`src/hdl/dac_ctrl_pkg.sv`:
```
package dac_ctrl_pkg;

  // Command word fields
  localparam logic [1:0]  REG_CLASS_SFR      = 2'h0;
  localparam logic [4:0]  ADDR_CTRL_REG      = 5'h0c;
  localparam logic [4:0]  ADDR_MON_SELECT    = 5'h0a;
  localparam logic [4:0]  ADDR_SOFT_PD       = 5'h08;
  localparam logic [4:0]  ADDR_SOFT_PU       = 5'h09;
  localparam logic        RW_WRITE           = 1'h0;
  localparam logic        RW_READ            = 1'h1;

  // Control register field positions
  localparam int          POS_PD_OUT_STATE   = 11;
  localparam int          POS_REF_LEVEL      = 10;
  localparam int          POS_BIAS_BOOST     = 9;
  localparam int          POS_REF_SOURCE     = 8;
  localparam int          POS_MON_ENABLE     = 7;
  localparam int          POS_TEMP_GUARD     = 6;
  localparam int          POS_TOGGLE_LSB     = 0;
  localparam int          TOGGLE_GROUPS      = 4;
  localparam int          CHANNELS           = 32;
  localparam int          GROUP_SIZE         = 8;

  // Reset value; the reference level bit is overridden by a variant strap
  localparam logic [11:0] CTRL_RESET         = 12'h800;

  // Monitor source codes
  localparam int          MON_SRC_MSB        = 11;
  localparam int          MON_SRC_LSB        = 6;
  localparam logic [5:0]  MON_LAST_CHANNEL   = 6'h1f;
  localparam logic [5:0]  MON_AUX_FIRST      = 6'h22;
  localparam logic [5:0]  MON_AUX_LAST       = 6'h25;
  localparam logic [5:0]  MON_TRISTATE       = 6'h3f;

  typedef struct packed {
    logic        reg_class_hi;
    logic        reg_class_lo;
    logic        rd_wr;
    logic [4:0]  target_addr_bits;
    logic [11:0] payload_bits;
  } cmd_word_s;

  typedef enum logic [1:0] {
    MON_OFF  = 2'b00,
    MON_CHAN = 2'b01,
    MON_AUX  = 2'b11,
    MON_UNDEF = 2'b10
  } mon_kind_e;

endpackage : dac_ctrl_pkg

```
`src/hdl/dac_control_and_monitor_select.sv`:
```
// How it works
// - SPECIAL_FUNCTION_COMMAND address 01100: write or read control
// - Full twelve payload bits become control contents
// - Bit 11 picks power-down output state
// - Bit 10 picks internal reference level
// - Bit 9 boosts amplifier bias, default off
// - Bit 8 picks internal or external reference
// - Monitor disabled keeps monitor pin three-stated
// - Enable monitor first, then select routes source
// - Thermal guard powers down amps above limit
// - Soft power-up clears thermal shutdown only when cool
// - Bits 5 and 4 have no effect
// - Low four bits enable toggle per group
// - Update strobe flips A/B in toggled groups
// - SPECIAL_FUNCTION_COMMAND address 01010 carries six-bit source
// - Sources 0 to 31 route channel outputs
// - Sources 34-37 route aux; others undefined
// - Source 63 three-states monitor pin
// - Special commands decode only for class 00
// - Register writes rejected during power-down
module dac_control_and_monitor_select (
  input  wire logic                   sys_clk_in,
  input  wire logic                   rst_b_in,
  input  wire logic                   cmd_valid_in,
  input  wire dac_ctrl_pkg::cmd_word_s cmd_word_in,
  input  wire logic                   ref_variant_hi_in,
  input  wire logic                   hw_power_down_in,
  input  wire logic                   over_temp_in,
  input  wire logic                   output_update_strobe_in,
  output logic [11:0]                 read_data_out,
  output logic                        read_valid_out,
  output logic                        pd_output_state_out,
  output logic                        ref_level_select_out,
  output logic                        amp_bias_boost_out,
  output logic                        ref_source_select_out,
  output logic                        amps_powered_out,
  output logic [31:0]                 toggle_enable_out,
  output logic [31:0]                 use_b_code_out,
  output logic                        mon_drive_channel_out,
  output logic                        mon_drive_aux_out,
  output logic [4:0]                  mon_channel_out,
  output logic [1:0]                  mon_aux_index_out,
  output logic                        monitor_output_pin_oe_b_out
);

  localparam int MSB = dac_ctrl_pkg::MON_SRC_MSB;
  localparam int LSB = dac_ctrl_pkg::MON_SRC_LSB;

  logic [11:0] ctrl_q;
  logic [5:0]  mon_src_q;
  logic        mon_set_q;
  logic        soft_pd_q;
  logic        thermal_pd_q;
  logic        strap_done_q;
  logic [2:0]  temp_sync_q;
  logic [2:0]  pd_sync_q;
  logic [2:0]  upd_sync_q;
  logic        temp_hot_q;
  logic        hw_pd_q;
  logic        upd_q;
  logic [31:0] use_b_q;
  logic        powered_down;
  logic        sfr_cmd;
  logic        upd_rise;
  dac_ctrl_pkg::mon_kind_e mon_kind;

  function automatic logic is_sfr(input dac_ctrl_pkg::cmd_word_s w,
                                  input logic [4:0] a);
    is_sfr = ({w.reg_class_hi, w.reg_class_lo} ==
              dac_ctrl_pkg::REG_CLASS_SFR) &&
             (w.target_addr_bits == a);
  endfunction : is_sfr

  function automatic dac_ctrl_pkg::mon_kind_e decode_src(
      input logic [5:0] s);
    if (s <= dac_ctrl_pkg::MON_LAST_CHANNEL) begin
      decode_src = dac_ctrl_pkg::MON_CHAN;
    end else if (s >= dac_ctrl_pkg::MON_AUX_FIRST &&
                 s <= dac_ctrl_pkg::MON_AUX_LAST) begin
      decode_src = dac_ctrl_pkg::MON_AUX;
    end else if (s == dac_ctrl_pkg::MON_TRISTATE) begin
      decode_src = dac_ctrl_pkg::MON_OFF;
    end else begin
      decode_src = dac_ctrl_pkg::MON_UNDEF;
    end
  endfunction : decode_src

  assign sfr_cmd = cmd_valid_in &&
                   {cmd_word_in.reg_class_hi, cmd_word_in.reg_class_lo} ==
                   dac_ctrl_pkg::REG_CLASS_SFR;
  assign powered_down = soft_pd_q | hw_pd_q | thermal_pd_q;

  // Pin-level inputs: three stages, change accepted when last two agree
  always_ff @(posedge sys_clk_in) begin
    if (!rst_b_in) begin
      temp_sync_q <= 3'h0;
      pd_sync_q   <= 3'h0;
      upd_sync_q  <= 3'h0;
    end else begin
      temp_sync_q <= {temp_sync_q[1:0], over_temp_in};
      pd_sync_q   <= {pd_sync_q[1:0], hw_power_down_in};
      upd_sync_q  <= {upd_sync_q[1:0], output_update_strobe_in};
    end
  end

  always_ff @(posedge sys_clk_in) begin
    if (!rst_b_in) begin
      temp_hot_q <= 1'b0;
      hw_pd_q    <= 1'b0;
      upd_q      <= 1'b0;
    end else begin
      if (temp_sync_q[1] == temp_sync_q[2]) begin
        temp_hot_q <= temp_sync_q[2];
      end
      if (pd_sync_q[1] == pd_sync_q[2]) begin
        hw_pd_q <= pd_sync_q[2];
      end
      if (upd_sync_q[1] == upd_sync_q[2]) begin
        upd_q <= upd_sync_q[2];
      end
    end
  end

  assign upd_rise = (upd_sync_q[1] == upd_sync_q[2]) &&
                    upd_sync_q[2] && !upd_q;

  // Control register; reference level strap caught after reset release
  always_ff @(posedge sys_clk_in) begin
    if (!rst_b_in) begin
      ctrl_q       <= dac_ctrl_pkg::CTRL_RESET;
      strap_done_q <= 1'b0;
    end else if (!strap_done_q) begin
      ctrl_q[dac_ctrl_pkg::POS_REF_LEVEL] <= ref_variant_hi_in;
      strap_done_q <= 1'b1;
    end else if (sfr_cmd && !powered_down &&
                 cmd_word_in.rd_wr == dac_ctrl_pkg::RW_WRITE &&
                 is_sfr(cmd_word_in, dac_ctrl_pkg::ADDR_CTRL_REG)) begin
      ctrl_q <= cmd_word_in.payload_bits;
    end
  end

  // Readback of the whole register, one cycle after the request
  always_ff @(posedge sys_clk_in) begin
    if (!rst_b_in) begin
      read_data_out  <= 12'h000;
      read_valid_out <= 1'b0;
    end else begin
      read_valid_out <= sfr_cmd &&
                        cmd_word_in.rd_wr == dac_ctrl_pkg::RW_READ &&
                        is_sfr(cmd_word_in, dac_ctrl_pkg::ADDR_CTRL_REG);
      if (sfr_cmd && cmd_word_in.rd_wr == dac_ctrl_pkg::RW_READ &&
          is_sfr(cmd_word_in, dac_ctrl_pkg::ADDR_CTRL_REG)) begin
        read_data_out <= ctrl_q;
      end
    end
  end

  // Monitor select; a write while disabled is still stored
  always_ff @(posedge sys_clk_in) begin
    if (!rst_b_in) begin
      mon_src_q <= dac_ctrl_pkg::MON_TRISTATE;
      mon_set_q <= 1'b0;
    end else if (sfr_cmd && !powered_down &&
                 cmd_word_in.rd_wr == dac_ctrl_pkg::RW_WRITE &&
                 is_sfr(cmd_word_in, dac_ctrl_pkg::ADDR_MON_SELECT)) begin
      mon_src_q <= cmd_word_in.payload_bits[MSB:LSB];
      mon_set_q <= ctrl_q[dac_ctrl_pkg::POS_MON_ENABLE];
    end else if (!ctrl_q[dac_ctrl_pkg::POS_MON_ENABLE]) begin
      mon_set_q <= 1'b0;
    end
  end

  // Power state: soft commands and thermal guard
  always_ff @(posedge sys_clk_in) begin
    if (!rst_b_in) begin
      soft_pd_q    <= 1'b0;
      thermal_pd_q <= 1'b0;
    end else begin
      if (ctrl_q[dac_ctrl_pkg::POS_TEMP_GUARD] && temp_hot_q) begin
        thermal_pd_q <= 1'b1;
      end else if (sfr_cmd && !temp_hot_q &&
                   is_sfr(cmd_word_in, dac_ctrl_pkg::ADDR_SOFT_PU)) begin
        thermal_pd_q <= 1'b0;
      end
      if (sfr_cmd && is_sfr(cmd_word_in, dac_ctrl_pkg::ADDR_SOFT_PD)) begin
        soft_pd_q <= 1'b1;
      end else if (sfr_cmd &&
                   is_sfr(cmd_word_in, dac_ctrl_pkg::ADDR_SOFT_PU)) begin
        soft_pd_q <= 1'b0;
      end
    end
  end

  // Toggle phase per channel; flips only in enabled groups
  always_ff @(posedge sys_clk_in) begin
    if (!rst_b_in) begin
      use_b_q <= 32'h0;
    end else if (upd_rise) begin
      for (int i = 0; i < dac_ctrl_pkg::CHANNELS; i++) begin
        if (ctrl_q[i / dac_ctrl_pkg::GROUP_SIZE]) begin
          use_b_q[i] <= !use_b_q[i];
        end
      end
    end
  end

  always_comb begin
    for (int i = 0; i < dac_ctrl_pkg::CHANNELS; i++) begin
      toggle_enable_out[i] = ctrl_q[i / dac_ctrl_pkg::GROUP_SIZE];
    end
  end

  // Bits 5 and 4 are stored for readback but drive nothing
  assign pd_output_state_out   = ctrl_q[dac_ctrl_pkg::POS_PD_OUT_STATE];
  assign ref_level_select_out  = ctrl_q[dac_ctrl_pkg::POS_REF_LEVEL];
  assign amp_bias_boost_out    = ctrl_q[dac_ctrl_pkg::POS_BIAS_BOOST];
  assign ref_source_select_out = ctrl_q[dac_ctrl_pkg::POS_REF_SOURCE];
  assign amps_powered_out      = !powered_down;
  assign use_b_code_out        = use_b_q;

  always_comb begin
    mon_kind = decode_src(mon_src_q);
    if (!ctrl_q[dac_ctrl_pkg::POS_MON_ENABLE] || !mon_set_q) begin
      mon_kind = dac_ctrl_pkg::MON_OFF;
    end
  end

  assign mon_drive_channel_out = (mon_kind == dac_ctrl_pkg::MON_CHAN);
  assign mon_drive_aux_out     = (mon_kind == dac_ctrl_pkg::MON_AUX);
  assign mon_channel_out       = mon_src_q[4:0];
  assign mon_aux_index_out     = 2'(mon_src_q - dac_ctrl_pkg::MON_AUX_FIRST);
  assign monitor_output_pin_oe_b_out =
    !(mon_drive_channel_out || mon_drive_aux_out);

  a_ctrl_write_lands: assert property (@(posedge sys_clk_in)
    disable iff (!rst_b_in)
    strap_done_q && sfr_cmd && !powered_down && !cmd_word_in.rd_wr &&
    cmd_word_in.target_addr_bits == dac_ctrl_pkg::ADDR_CTRL_REG
    |=> ctrl_q == $past(cmd_word_in.payload_bits))
    else $error("control write not stored");

  a_field_outputs: assert property (@(posedge sys_clk_in)
    disable iff (!rst_b_in)
    strap_done_q && sfr_cmd && !powered_down && !cmd_word_in.rd_wr &&
    cmd_word_in.target_addr_bits == dac_ctrl_pkg::ADDR_CTRL_REG
    |=> {pd_output_state_out, ref_level_select_out, amp_bias_boost_out,
         ref_source_select_out} ==
        $past(cmd_word_in.payload_bits[dac_ctrl_pkg::POS_PD_OUT_STATE:
                                       dac_ctrl_pkg::POS_REF_SOURCE]))
    else $error("control outputs do not follow write");

  a_pd_write_blocked: assert property (@(posedge sys_clk_in)
    disable iff (!rst_b_in)
    strap_done_q && powered_down |=> ctrl_q == $past(ctrl_q))
    else $error("write accepted in power-down");

  a_soft_pd_enter: assert property (@(posedge sys_clk_in)
    disable iff (!rst_b_in)
    sfr_cmd && cmd_word_in.target_addr_bits == dac_ctrl_pkg::ADDR_SOFT_PD
    |=> !amps_powered_out)
    else $error("soft power-down not entered");

  a_reset_toggle_off: assert property (@(posedge sys_clk_in)
    disable iff (!rst_b_in)
    !strap_done_q |-> ctrl_q[dac_ctrl_pkg::POS_TOGGLE_LSB +:
                             dac_ctrl_pkg::TOGGLE_GROUPS] == '0)
    else $error("toggle enables not cleared by reset");

  a_readback_value: assert property (@(posedge sys_clk_in)
    disable iff (!rst_b_in)
    read_valid_out |-> read_data_out == $past(ctrl_q))
    else $error("readback mismatch");

  a_mon_disabled_hiz: assert property (@(posedge sys_clk_in)
    disable iff (!rst_b_in)
    !ctrl_q[dac_ctrl_pkg::POS_MON_ENABLE] |-> monitor_output_pin_oe_b_out)
    else $error("monitor driven while disabled");

  a_route_needs_enable: assert property (@(posedge sys_clk_in)
    disable iff (!rst_b_in)
    !ctrl_q[dac_ctrl_pkg::POS_MON_ENABLE] |=> !mon_set_q)
    else $error("route armed while monitor disabled");

  a_mon_src_stored: assert property (@(posedge sys_clk_in)
    disable iff (!rst_b_in)
    sfr_cmd && !powered_down && !cmd_word_in.rd_wr &&
    cmd_word_in.target_addr_bits == dac_ctrl_pkg::ADDR_MON_SELECT
    |=> mon_src_q == $past(cmd_word_in.payload_bits[MSB:LSB]))
    else $error("monitor source not stored");

  a_mon_channel_route: assert property (@(posedge sys_clk_in)
    disable iff (!rst_b_in)
    ctrl_q[dac_ctrl_pkg::POS_MON_ENABLE] && mon_set_q &&
    mon_src_q <= dac_ctrl_pkg::MON_LAST_CHANNEL
    |-> mon_drive_channel_out && !monitor_output_pin_oe_b_out &&
        mon_channel_out == mon_src_q[4:0])
    else $error("channel source not routed");

  a_mon_aux_route: assert property (@(posedge sys_clk_in)
    disable iff (!rst_b_in)
    ctrl_q[dac_ctrl_pkg::POS_MON_ENABLE] && mon_set_q &&
    mon_src_q >= dac_ctrl_pkg::MON_AUX_FIRST &&
    mon_src_q <= dac_ctrl_pkg::MON_AUX_LAST
    |-> mon_drive_aux_out && !monitor_output_pin_oe_b_out)
    else $error("auxiliary source not routed");

  a_mon_code63_hiz: assert property (@(posedge sys_clk_in)
    disable iff (!rst_b_in)
    mon_src_q == dac_ctrl_pkg::MON_TRISTATE |-> monitor_output_pin_oe_b_out)
    else $error("code 63 not three-state");

  a_thermal_trip: assert property (@(posedge sys_clk_in)
    disable iff (!rst_b_in)
    ctrl_q[dac_ctrl_pkg::POS_TEMP_GUARD] && temp_hot_q
    |=> !amps_powered_out)
    else $error("thermal guard did not trip");

  a_hot_no_powerup: assert property (@(posedge sys_clk_in)
    disable iff (!rst_b_in)
    thermal_pd_q && temp_hot_q |=> thermal_pd_q)
    else $error("power-up while hot");

  a_thermal_release: assert property (@(posedge sys_clk_in)
    disable iff (!rst_b_in)
    sfr_cmd && !temp_hot_q &&
    cmd_word_in.target_addr_bits == dac_ctrl_pkg::ADDR_SOFT_PU
    |=> !thermal_pd_q)
    else $error("soft power-up did not clear thermal shutdown");

  a_toggle_flip: assert property (@(posedge sys_clk_in)
    disable iff (!rst_b_in)
    upd_rise && ctrl_q[0] |=> use_b_q[0] != $past(use_b_q[0]))
    else $error("group 0 did not toggle");

  a_toggle_hold: assert property (@(posedge sys_clk_in)
    disable iff (!rst_b_in)
    !ctrl_q[3] |=> use_b_q[31] == $past(use_b_q[31]))
    else $error("disabled group toggled");

  a_non_sfr_ignored: assert property (@(posedge sys_clk_in)
    disable iff (!rst_b_in)
    strap_done_q && cmd_valid_in &&
    (cmd_word_in.reg_class_hi || cmd_word_in.reg_class_lo)
    |=> ctrl_q == $past(ctrl_q))
    else $error("non-special command decoded");

  c_ctrl_write: cover property (@(posedge sys_clk_in)
    disable iff (!rst_b_in) $changed(ctrl_q) && strap_done_q);
  c_mon_channel: cover property (@(posedge sys_clk_in)
    disable iff (!rst_b_in) mon_drive_channel_out);
  c_mon_aux: cover property (@(posedge sys_clk_in)
    disable iff (!rst_b_in) mon_drive_aux_out);
  c_thermal_recover: cover property (@(posedge sys_clk_in)
    disable iff (!rst_b_in) $fell(thermal_pd_q));
  c_toggle_group1: cover property (@(posedge sys_clk_in)
    disable iff (!rst_b_in) upd_rise && ctrl_q[1]);

endmodule : dac_control_and_monitor_select

```
`config.mk`:
```
export PLATFORM = sky130hd
export DESIGN_NAME = dac_control_and_monitor_select
export DESIGN_NICKNAME = d
export VERILOG_FILES = /design/src/hdl/dac_ctrl_pkg.sv /design/src/hdl/dac_control_and_monitor_select.sv
export SDC_FILE = /design/constraint.sdc
export NUM_CORES = 1
export LEC_CHECK = 0
export ABC_AREA = 1
export BUFFER_PORTS_ARGS = -buffer_cell sky130_fd_sc_hd__buf_2
export CAP_MARGIN = 0
export CORE_MARGIN = 4
export CORE_UTILIZATION = 40
export CTS_CLUSTER_SIZE = 14
export DETAILED_ROUTE_END_ITERATION = 10
export GPL_TIMING_DRIVEN = 1
export PLACE_DENSITY = 0.7
export REMOVE_ABC_BUFFERS = 1
export SYNTH_ARGS = -nofsm -noshare
export SYNTH_HDL_FRONTEND = slang
export SYNTH_SLANG_ARGS = --single-unit
```
`constraint.sdc`:
```
create_clock -name sys_clk_in -period 1.9 [get_ports sys_clk_in]
set_input_delay 0.095 -clock sys_clk_in [delete_from_list [all_inputs] [get_ports sys_clk_in]]
set_output_delay 0.095 -clock sys_clk_in [all_outputs]
set_load 0.02 [all_outputs]
```
==> impl_results.md, run 1 <==
- Deepest clock path buffer count: 2
- Reg-to-Reg Start: soft_pd_q
- Hold Path Origin: cmd_word_in[11]
- CP max FO: 4
- Hpwl dp: 5010 µm
- Req. time, crit path: 1.80 ns
- Relative slew slack: 70.4%
- 1st-iter DRT viols: 103
- Critical Path AT: 1.41 ns
- TritonRoute pass-1 iters: 4
- CTS Buf Count: 9
- Via-to-Cell Ratio: 4.43
- Initial antenna violation count: 0
- Critical Path Max Stage Delay: 0.34 ns
- Height of the die: 98.4 µm
- Gp weighted congestion: 0.766
- Total of max-cap violations: 0
- Sum Neg Setup Slack: 0 ns
- Worst setup path category: flip-flop to output pin
- RSZ-0062 raised after global routing: false
- Core ar.: 7850 µm²
- Clk_lat worst skew: 0.34 ns
- Fin crit share: 79.3%
- Area contributors post-synth: dfxtp_1, buf_4, xor2_1
- Finish-stage setup viols: 0
- Tot GR Track Use: 14.5%
- CTS root buffer: clkbuf_8
- Max VDD drop: 0.335 mV
- Slack of the critical path: 0.393 ns
- Lkg Pwr: 2.08 nW
- Share of cells above drive strength 1: 35.1%
- Clock skew: 0.0100 ns
- Slowest-stage cell, CP: dfxtp_1
- DRC Markers: 0
- Most used cell along the critical path: nand3_1
- Cell Chain, Critical Path: or2_2 > nand3_1 > nand2_1 > nand3_1 > nor2_1 > buf_2
- H-tree Lvls: 3
- Most frequent cells in the layout: buf_2, dfxtp_1, nor2_1, nand2_1
- Std-Cell Rows: 32
- Worst Setup SP: mon_src_q[1]
- Syn Area/Cell: 8.57 µm²
- Worst Setup End Kind: output pin
- Post-DRT Antenna Nets: 0
- Layout area overhead: 20.8%
- Post-Syn Area: 3270 µm²
- Hold slack: 0.0268 ns
- Final Max Slew Viols: 0
- Tmin final: 1.51 ns
- Average wire per standard cell: 11.9 µm
- Post-CTS Setup Repair Bufs: 0
- Area after DPL: 3650 µm²
- Status: complete, no violations
- Initial Util: 41.7%
- Post-route cell area: 3950 µm²
- Final nets: 504
- Post-Route WL: 6960 µm
- Synth Warn #: 0
- I/O Pins: 119
- Most common cell after layout, fill and taps aside: buf_2
- Fin. Hold Viols: 0
- Horiz. Die Dim: 98.4 µm
- Largest net degree at the start of global routing: 41
- Synthesized flop and latch total: 79
- Post-Synthesis Cells: 382
- First-pass GRT wire length: 11500 µm
- Post-CTS sizing: 0
- CTS tree: yes
- Max Freq: 664 MHz
- Power per cell area: 734 nW/µm²
- Worst min path class: primary input to flip-flop
- Dpl ws: 0.441 ns
- Post-Place Cells: 554
- Register area share after synthesis: 48.3%
- Worst setup SP type: flip-flop
- CTS sink count: 79
- Reg clk slew, reported paths: 0.08 ns
- Grt ovf: 0
- Cell taking the most area after synthesis: dfxtp_1
- Synth cell types: 27
- Input/output buffers: 118
- Vias post-DR: 2582
- Diode count: 0
- Post-synth top area share: 48.3%
- Layout Cells excl Fill: 583
- Worst slew pin tran: 0.443 ns
- Die Footprint: 9690 µm²
- Number of global-route vias before repair: 2432
## Yosys cell counts
master and instances:
nand3_2 5, a21oi_2 10, a21oi_1 8, inv_2 2, nand3_1 9, inv_1 32
nand4_1 3, nor2_1 68, nor3_1 1, buf_6 1, buf_2 4, nand2_2 5
buf_8 1, o21ai_0 6, clkinv_2 1, xor2_1 32, o211ai_1 3, o21ai_1 1
o21ai_2 8, ha_1 1, nand2_1 53, nand3b_1 1, or2_2 1, clkbuf_1 5
dfxtp_1 79, buf_4 39, nor2_4 3
## kinds of logic after synthesis
kind of cell | Yosys count | synth area share, %
AO/OA/AOI/OAI | 36 | 7.80
XOR/XNOR | 32 | 8.57
adder cells (fa/ha/maj) | 1 | 0.382
buffers and inverters | 85 | 15.0
flip-flops | 79 | 48.3
AND/OR/NAND/NOR | 149 | 19.9
## area by class of cell
class / count / area, µm²
clock buffers: 13 / 159
flip-flops and latches: 79 / 1580
clock inverters: 3 / 17.5
multi-input cells: 218 / 1200
well taps: 102 / 128
inverters: 35 / 133
fillers: 780 / 3890
repair buffers: 133 / 736
## state kept, by name, summed over array words and instances, names as in the netlist
name	cells
use_b_code_out	32
temp_hot_q	1
temp_sync_q	3
soft_pd_q	1
strap_done_q	1
thermal_pd_q	1
read_valid_out	1
ctrl_q	12
pd_sync_q	3
mon_set_q	1
upd_q	1
read_data_out	12
hw_pd_q	1
upd_sync_q	3
mon_src_q	6
## repair_timing
item / in CTS / in global routing
hold endpoints to repair: 15 / 0
setup endpoints to repair: 0 / 0
hold buffers: 13 / 0
## report_power, final
group          internal, mW  switching [mW]  total (mW)
clock network         0.543           0.564        1.11
registers              1.67         0.00618        1.67
logic                0.0533          0.0674       0.121
## metrics by stage
stage	total power, mW	utilization (%)
after floorplan	1.75	-
after global placement	1.81	46.5
after detailed placement	1.81	46.5
after CTS	2.95	50.4
after global routing	3.03	50.4
final	2.90	50.4
## critical path: cells and delay by family, from the launching register on
kind | cells | cell delay [ns]
flip-flops | 1 | 0.34
buffers and inverters | 1 | 0.16
AND/OR/NAND/NOR | 5 | 0.57
## metal layers
layer | wire [µm] | track usage, % | vias to the layer above
li1 | - | - | 1318
met2 | 3580 | 25.0 | 68
met3 | 318 | 3.47 | 12
met5 | 0 | 0 | -
met4 | 143 | 7.25 | 0
met1 | 2920 | 16.9 | 1184
## worst paths after layout
kind,slack (ns),depth (start not counted),endpoint
max,0.39,6,mon_drive_channel_out
min,0.03,3,mon_src_q[5]
max reg2reg,0.43,7,ctrl_q[10]
min reg2reg,0.42,2,upd_sync_q[1]
Power figures use the tool's default switching activity.
==> inputs of run 2 (changes only) <==
--- a/config.mk
+++ b/config.mk
@@ -13,7 +13,7 @@
 export CTS_CLUSTER_SIZE = 14
 export DETAILED_ROUTE_END_ITERATION = 10
 export GPL_TIMING_DRIVEN = 1
-export PLACE_DENSITY = 0.7
+export PLACE_DENSITY = 0.72
 export REMOVE_ABC_BUFFERS = 1
 export SYNTH_ARGS = -nofsm -noshare
 export SYNTH_HDL_FRONTEND = slang
==> constraint.sdc (replaced) <==
create_clock -name sys_clk_in -period 1.3 [get_ports sys_clk_in]
set_input_delay 0.065 -clock sys_clk_in [delete_from_list [all_inputs] [get_ports sys_clk_in]]
set_output_delay 0.065 -clock sys_clk_in [all_outputs]
set_load 0.02 [all_outputs]
==> run 2 against run 1 <==
Against the previous run: the run now ends with negative setup slack left; wire length increased by 5.1%; global-route usage rose by 0.54 points; clock-buffer cell count fell by 3; critical endpoint unchanged; largest cell class unchanged.
==> impl_results.md, run 2 (synthesis results as in run 1) <==
- Reg-to-Reg Start: soft_pd_q
- Most frequent cells in the layout: buf_2, dfxtp_1, nor2_1, nand2_1
- Tmin final: 1.39 ns
- Clk_lat worst skew: 0.34 ns (about the same)
- Hold Path Cell Cnt: 5 (+2)
- CP max FO: 4 (unchanged)
- Failing checks: negative setup slack
- Clock skew: 0.00889 ns (-0.00114 ns)
- Number of global-route vias before repair: 2627 (+8.0%)
- Highest metal used: met4
- Layout Cells excl Fill: 597 (+2.4%)
- Worst min path class: primary input to flip-flop
- Status: finished, violations left
- Fin. Hold Viols: 0 (unchanged)
- Worst Path Buf+Inv: 1 (unchanged)
- Metal3 WL: 435 µm (+37%)
- Slowest-stage cell, CP: dfxtp_2
- Input/output buffers: 118 (unchanged)
- R2R Setup Slk: 0.07 ns (-0.36 ns)
- Max reg flops: 32 (unchanged)
- Height of the die: 98.4 µm (unchanged)
- 1st-iter DRT viols: 41 (-60%)
- Combinational share of power: 4.3% (about the same)
- CTS sink count: 79 (unchanged)
- FILL cells: 714 (-8.5%)
- Gp weighted congestion: 0.796 (+4.0%)
- Via-to-Cell Ratio: 4.44 (+0.30%)
- Sum Neg Setup Slack: -0.212 ns (-0.212 ns)
- I/O Pins: 119 (unchanged)
- Hold Path End: ctrl_q[10]
- Average wire per standard cell: 12.3 µm (+2.6%)
- CTS root buffer: clkbuf_8
- Finish-stage setup viols: 3 (+3)
- Horiz. Die Dim: 98.4 µm (unchanged)
- Dpl ws: -0.00890 ns (-0.450 ns)
- Lkg Pwr: 2.19 nW (+5.0%)
- Total of max-cap violations: 0 (unchanged)
- Cells on worst reg2reg path: 8 (+1)
- M1 WL: 3090 µm (+5.5%)
- Core ar.: 7850 µm² (unchanged)
- Most common cell after layout, fill and taps aside: buf_2
- Relative slew slack: 83.2% (+13 points)
- Worst slew pin tran: 0.252 ns (-0.191 ns)
- CTS tree: yes
- Max VDD drop: 0.506 mV (+51%)
- Psw: 0.996 mW (+56%)
- Fin crit share: 107%
- Hold slack: 0.0565 ns (+0.0297 ns)
- H-tree Lvls: 3 (unchanged)
- Tot GR Track Use: 15.1% (+0.54 points)
- Cell Chain, Critical Path: or2_4 > nand3_2 > nand2_2 > nand3_2 > nor2_1 > buf_4
- Req. time, crit path: 1.24 ns (-0.56 ns)
- Share of cells above drive strength 1: 43.0% (+7.9 points)
- R2r endpoint: ctrl_q[5]
- Hpwl dp: 5210 µm (+4.0%)
- Final nets: 518 (+2.8%)
- Vias post-DR: 2652 (+2.7%)
- Largest net degree at the start of global routing: 22 (-46%)
- Layout area overhead: 31.8%
- P_int: 3.60 mW (+59%)
- DRC Markers: 0 (unchanged)
- Post-DRT Antenna Nets: 0 (unchanged)
- Critical Path AT: 1.32 ns (-0.09 ns)
- CP top delay family: simple AND/OR/NAND/NOR gates
- Power per cell area: 1070 nW/µm² (+45%)
- Reg power frac: 53.2% (-4.5 points)
- RSZ-0062 raised after global routing: true
- Deepest clock path buffer count: 2 (unchanged)
- Initial antenna violation count: 0 (unchanged)
- CTS Buf Count: 9 (unchanged)
- Hold Path Origin: ref_variant_hi_in
- Slack of the critical path: -0.0876 ns (-0.481 ns)
- Grt ovf: 0 (unchanged)
- TritonRoute pass-1 iters: 4 (unchanged)
- Switching Fraction: 21.7% (-0.31 points)
- Critical Path Max Stage Delay: 0.34 ns (about the same)
- Diode count: 0 (unchanged)
- Met2 wire length: 3710 µm (+3.8%)
- Max Freq: 721 MHz
- First-pass GRT wire length: 12000 µm (+4.5%)
- Worst Setup End Kind: output pin
- Pwr Total: 4.59 mW (+58%)
- Post-Place Cells: 564 (+1.8%)
- Std-Cell Rows: 32 (unchanged)
- Worst setup SP type: flip-flop
- Clock network power share: 42.5% (+4.3 points)
- Die Footprint: 9690 µm² (unchanged)
- Most used cell along the critical path: nand3_2
- Reg clk slew, reported paths: 0.08 ns (about the same)
- Final Max Slew Viols: 0 (unchanged)
- Initial Util: 41.7% (unchanged)
- Worst setup path category: flip-flop to output pin
- Post-Route WL: 7320 µm (+5.1%)
run 2: power by group through the flow:
stage	Combinational [mW]	Clock, mW	Sequential [mW]
detailed placement	0.153	0	2.50
floorplan	0.0557	0	2.50
global placement	0.149	0	2.50
CTS	0.189	2.01	2.44
global route	0.218	2.12	2.45
finish	0.197	1.95	2.44
run 2: worst min-delay path, stage by stage:
cell and delay [ns]:
buf_2 0.08, nand2_1 0.04, nand2_1 0.06, nor2_1 0.03
nor2_1 0.08
run 2: cell type report:
| class | count | area (µm²) | share of cell area [%] |
|---|---|---|---|
| well taps | 102 | 128 | 2.96 |
| repair buffers | 147 | 901 | 20.9 |
| flip-flops and latches | 79 | 1590 | 36.9 |
| clock buffers | 10 | 128 | 2.96 |
| inverters | 35 | 138 | 3.19 |
| clock inverters | 6 | 85.1 | 1.97 |
| multi-input cells | 218 | 1340 | 31.1 |
run 2: layer usage:
metal	up-vias	track usage, %
met3	7	4.25
met5	-	0
li1	1358	-
met4	0	5.57
met1	1212	17.3
met2	75	26.6
run 2: how the worst max path moves through the flow:
stage	from	to	slack, ns	cells after the start
2_1_floorplan	ctrl_q[0]	use_b_code_out[0]	-0.94	3
3_3_place_gp	upd_sync_q[1]	use_b_code_out[22]	0.06	4
3_5_place_dp	upd_sync_q[1]	use_b_code_out[3]	-0.009	4
4_1_cts	mon_src_q[1]	mon_drive_aux_out	-0.10	6
5_1_grt	mon_src_q[2]	mon_drive_channel_out	-0.16	6
6_report	mon_src_q[2]	mon_drive_channel_out	-0.09	6
run 2: through the flow:
stage	util, %	area, µm²
3_5_place_dp	47.8	3750
3_3_place_gp	47.8	3750
6_report	54.9	4310
2_1_floorplan	-	2910
5_1_grt	54.9	4310
4_1_cts	53.0	4160
run 2: repair_timing:
action / CTS / global route
setup buffers: 0 / 1
hold buffers: 15 / 0
setup endpoints to repair: 8 / 34
pin swaps: 5 / 7
gates cloned: 0 / 1
hold endpoints to repair: 19 / 0
resized for setup: 13 / 36
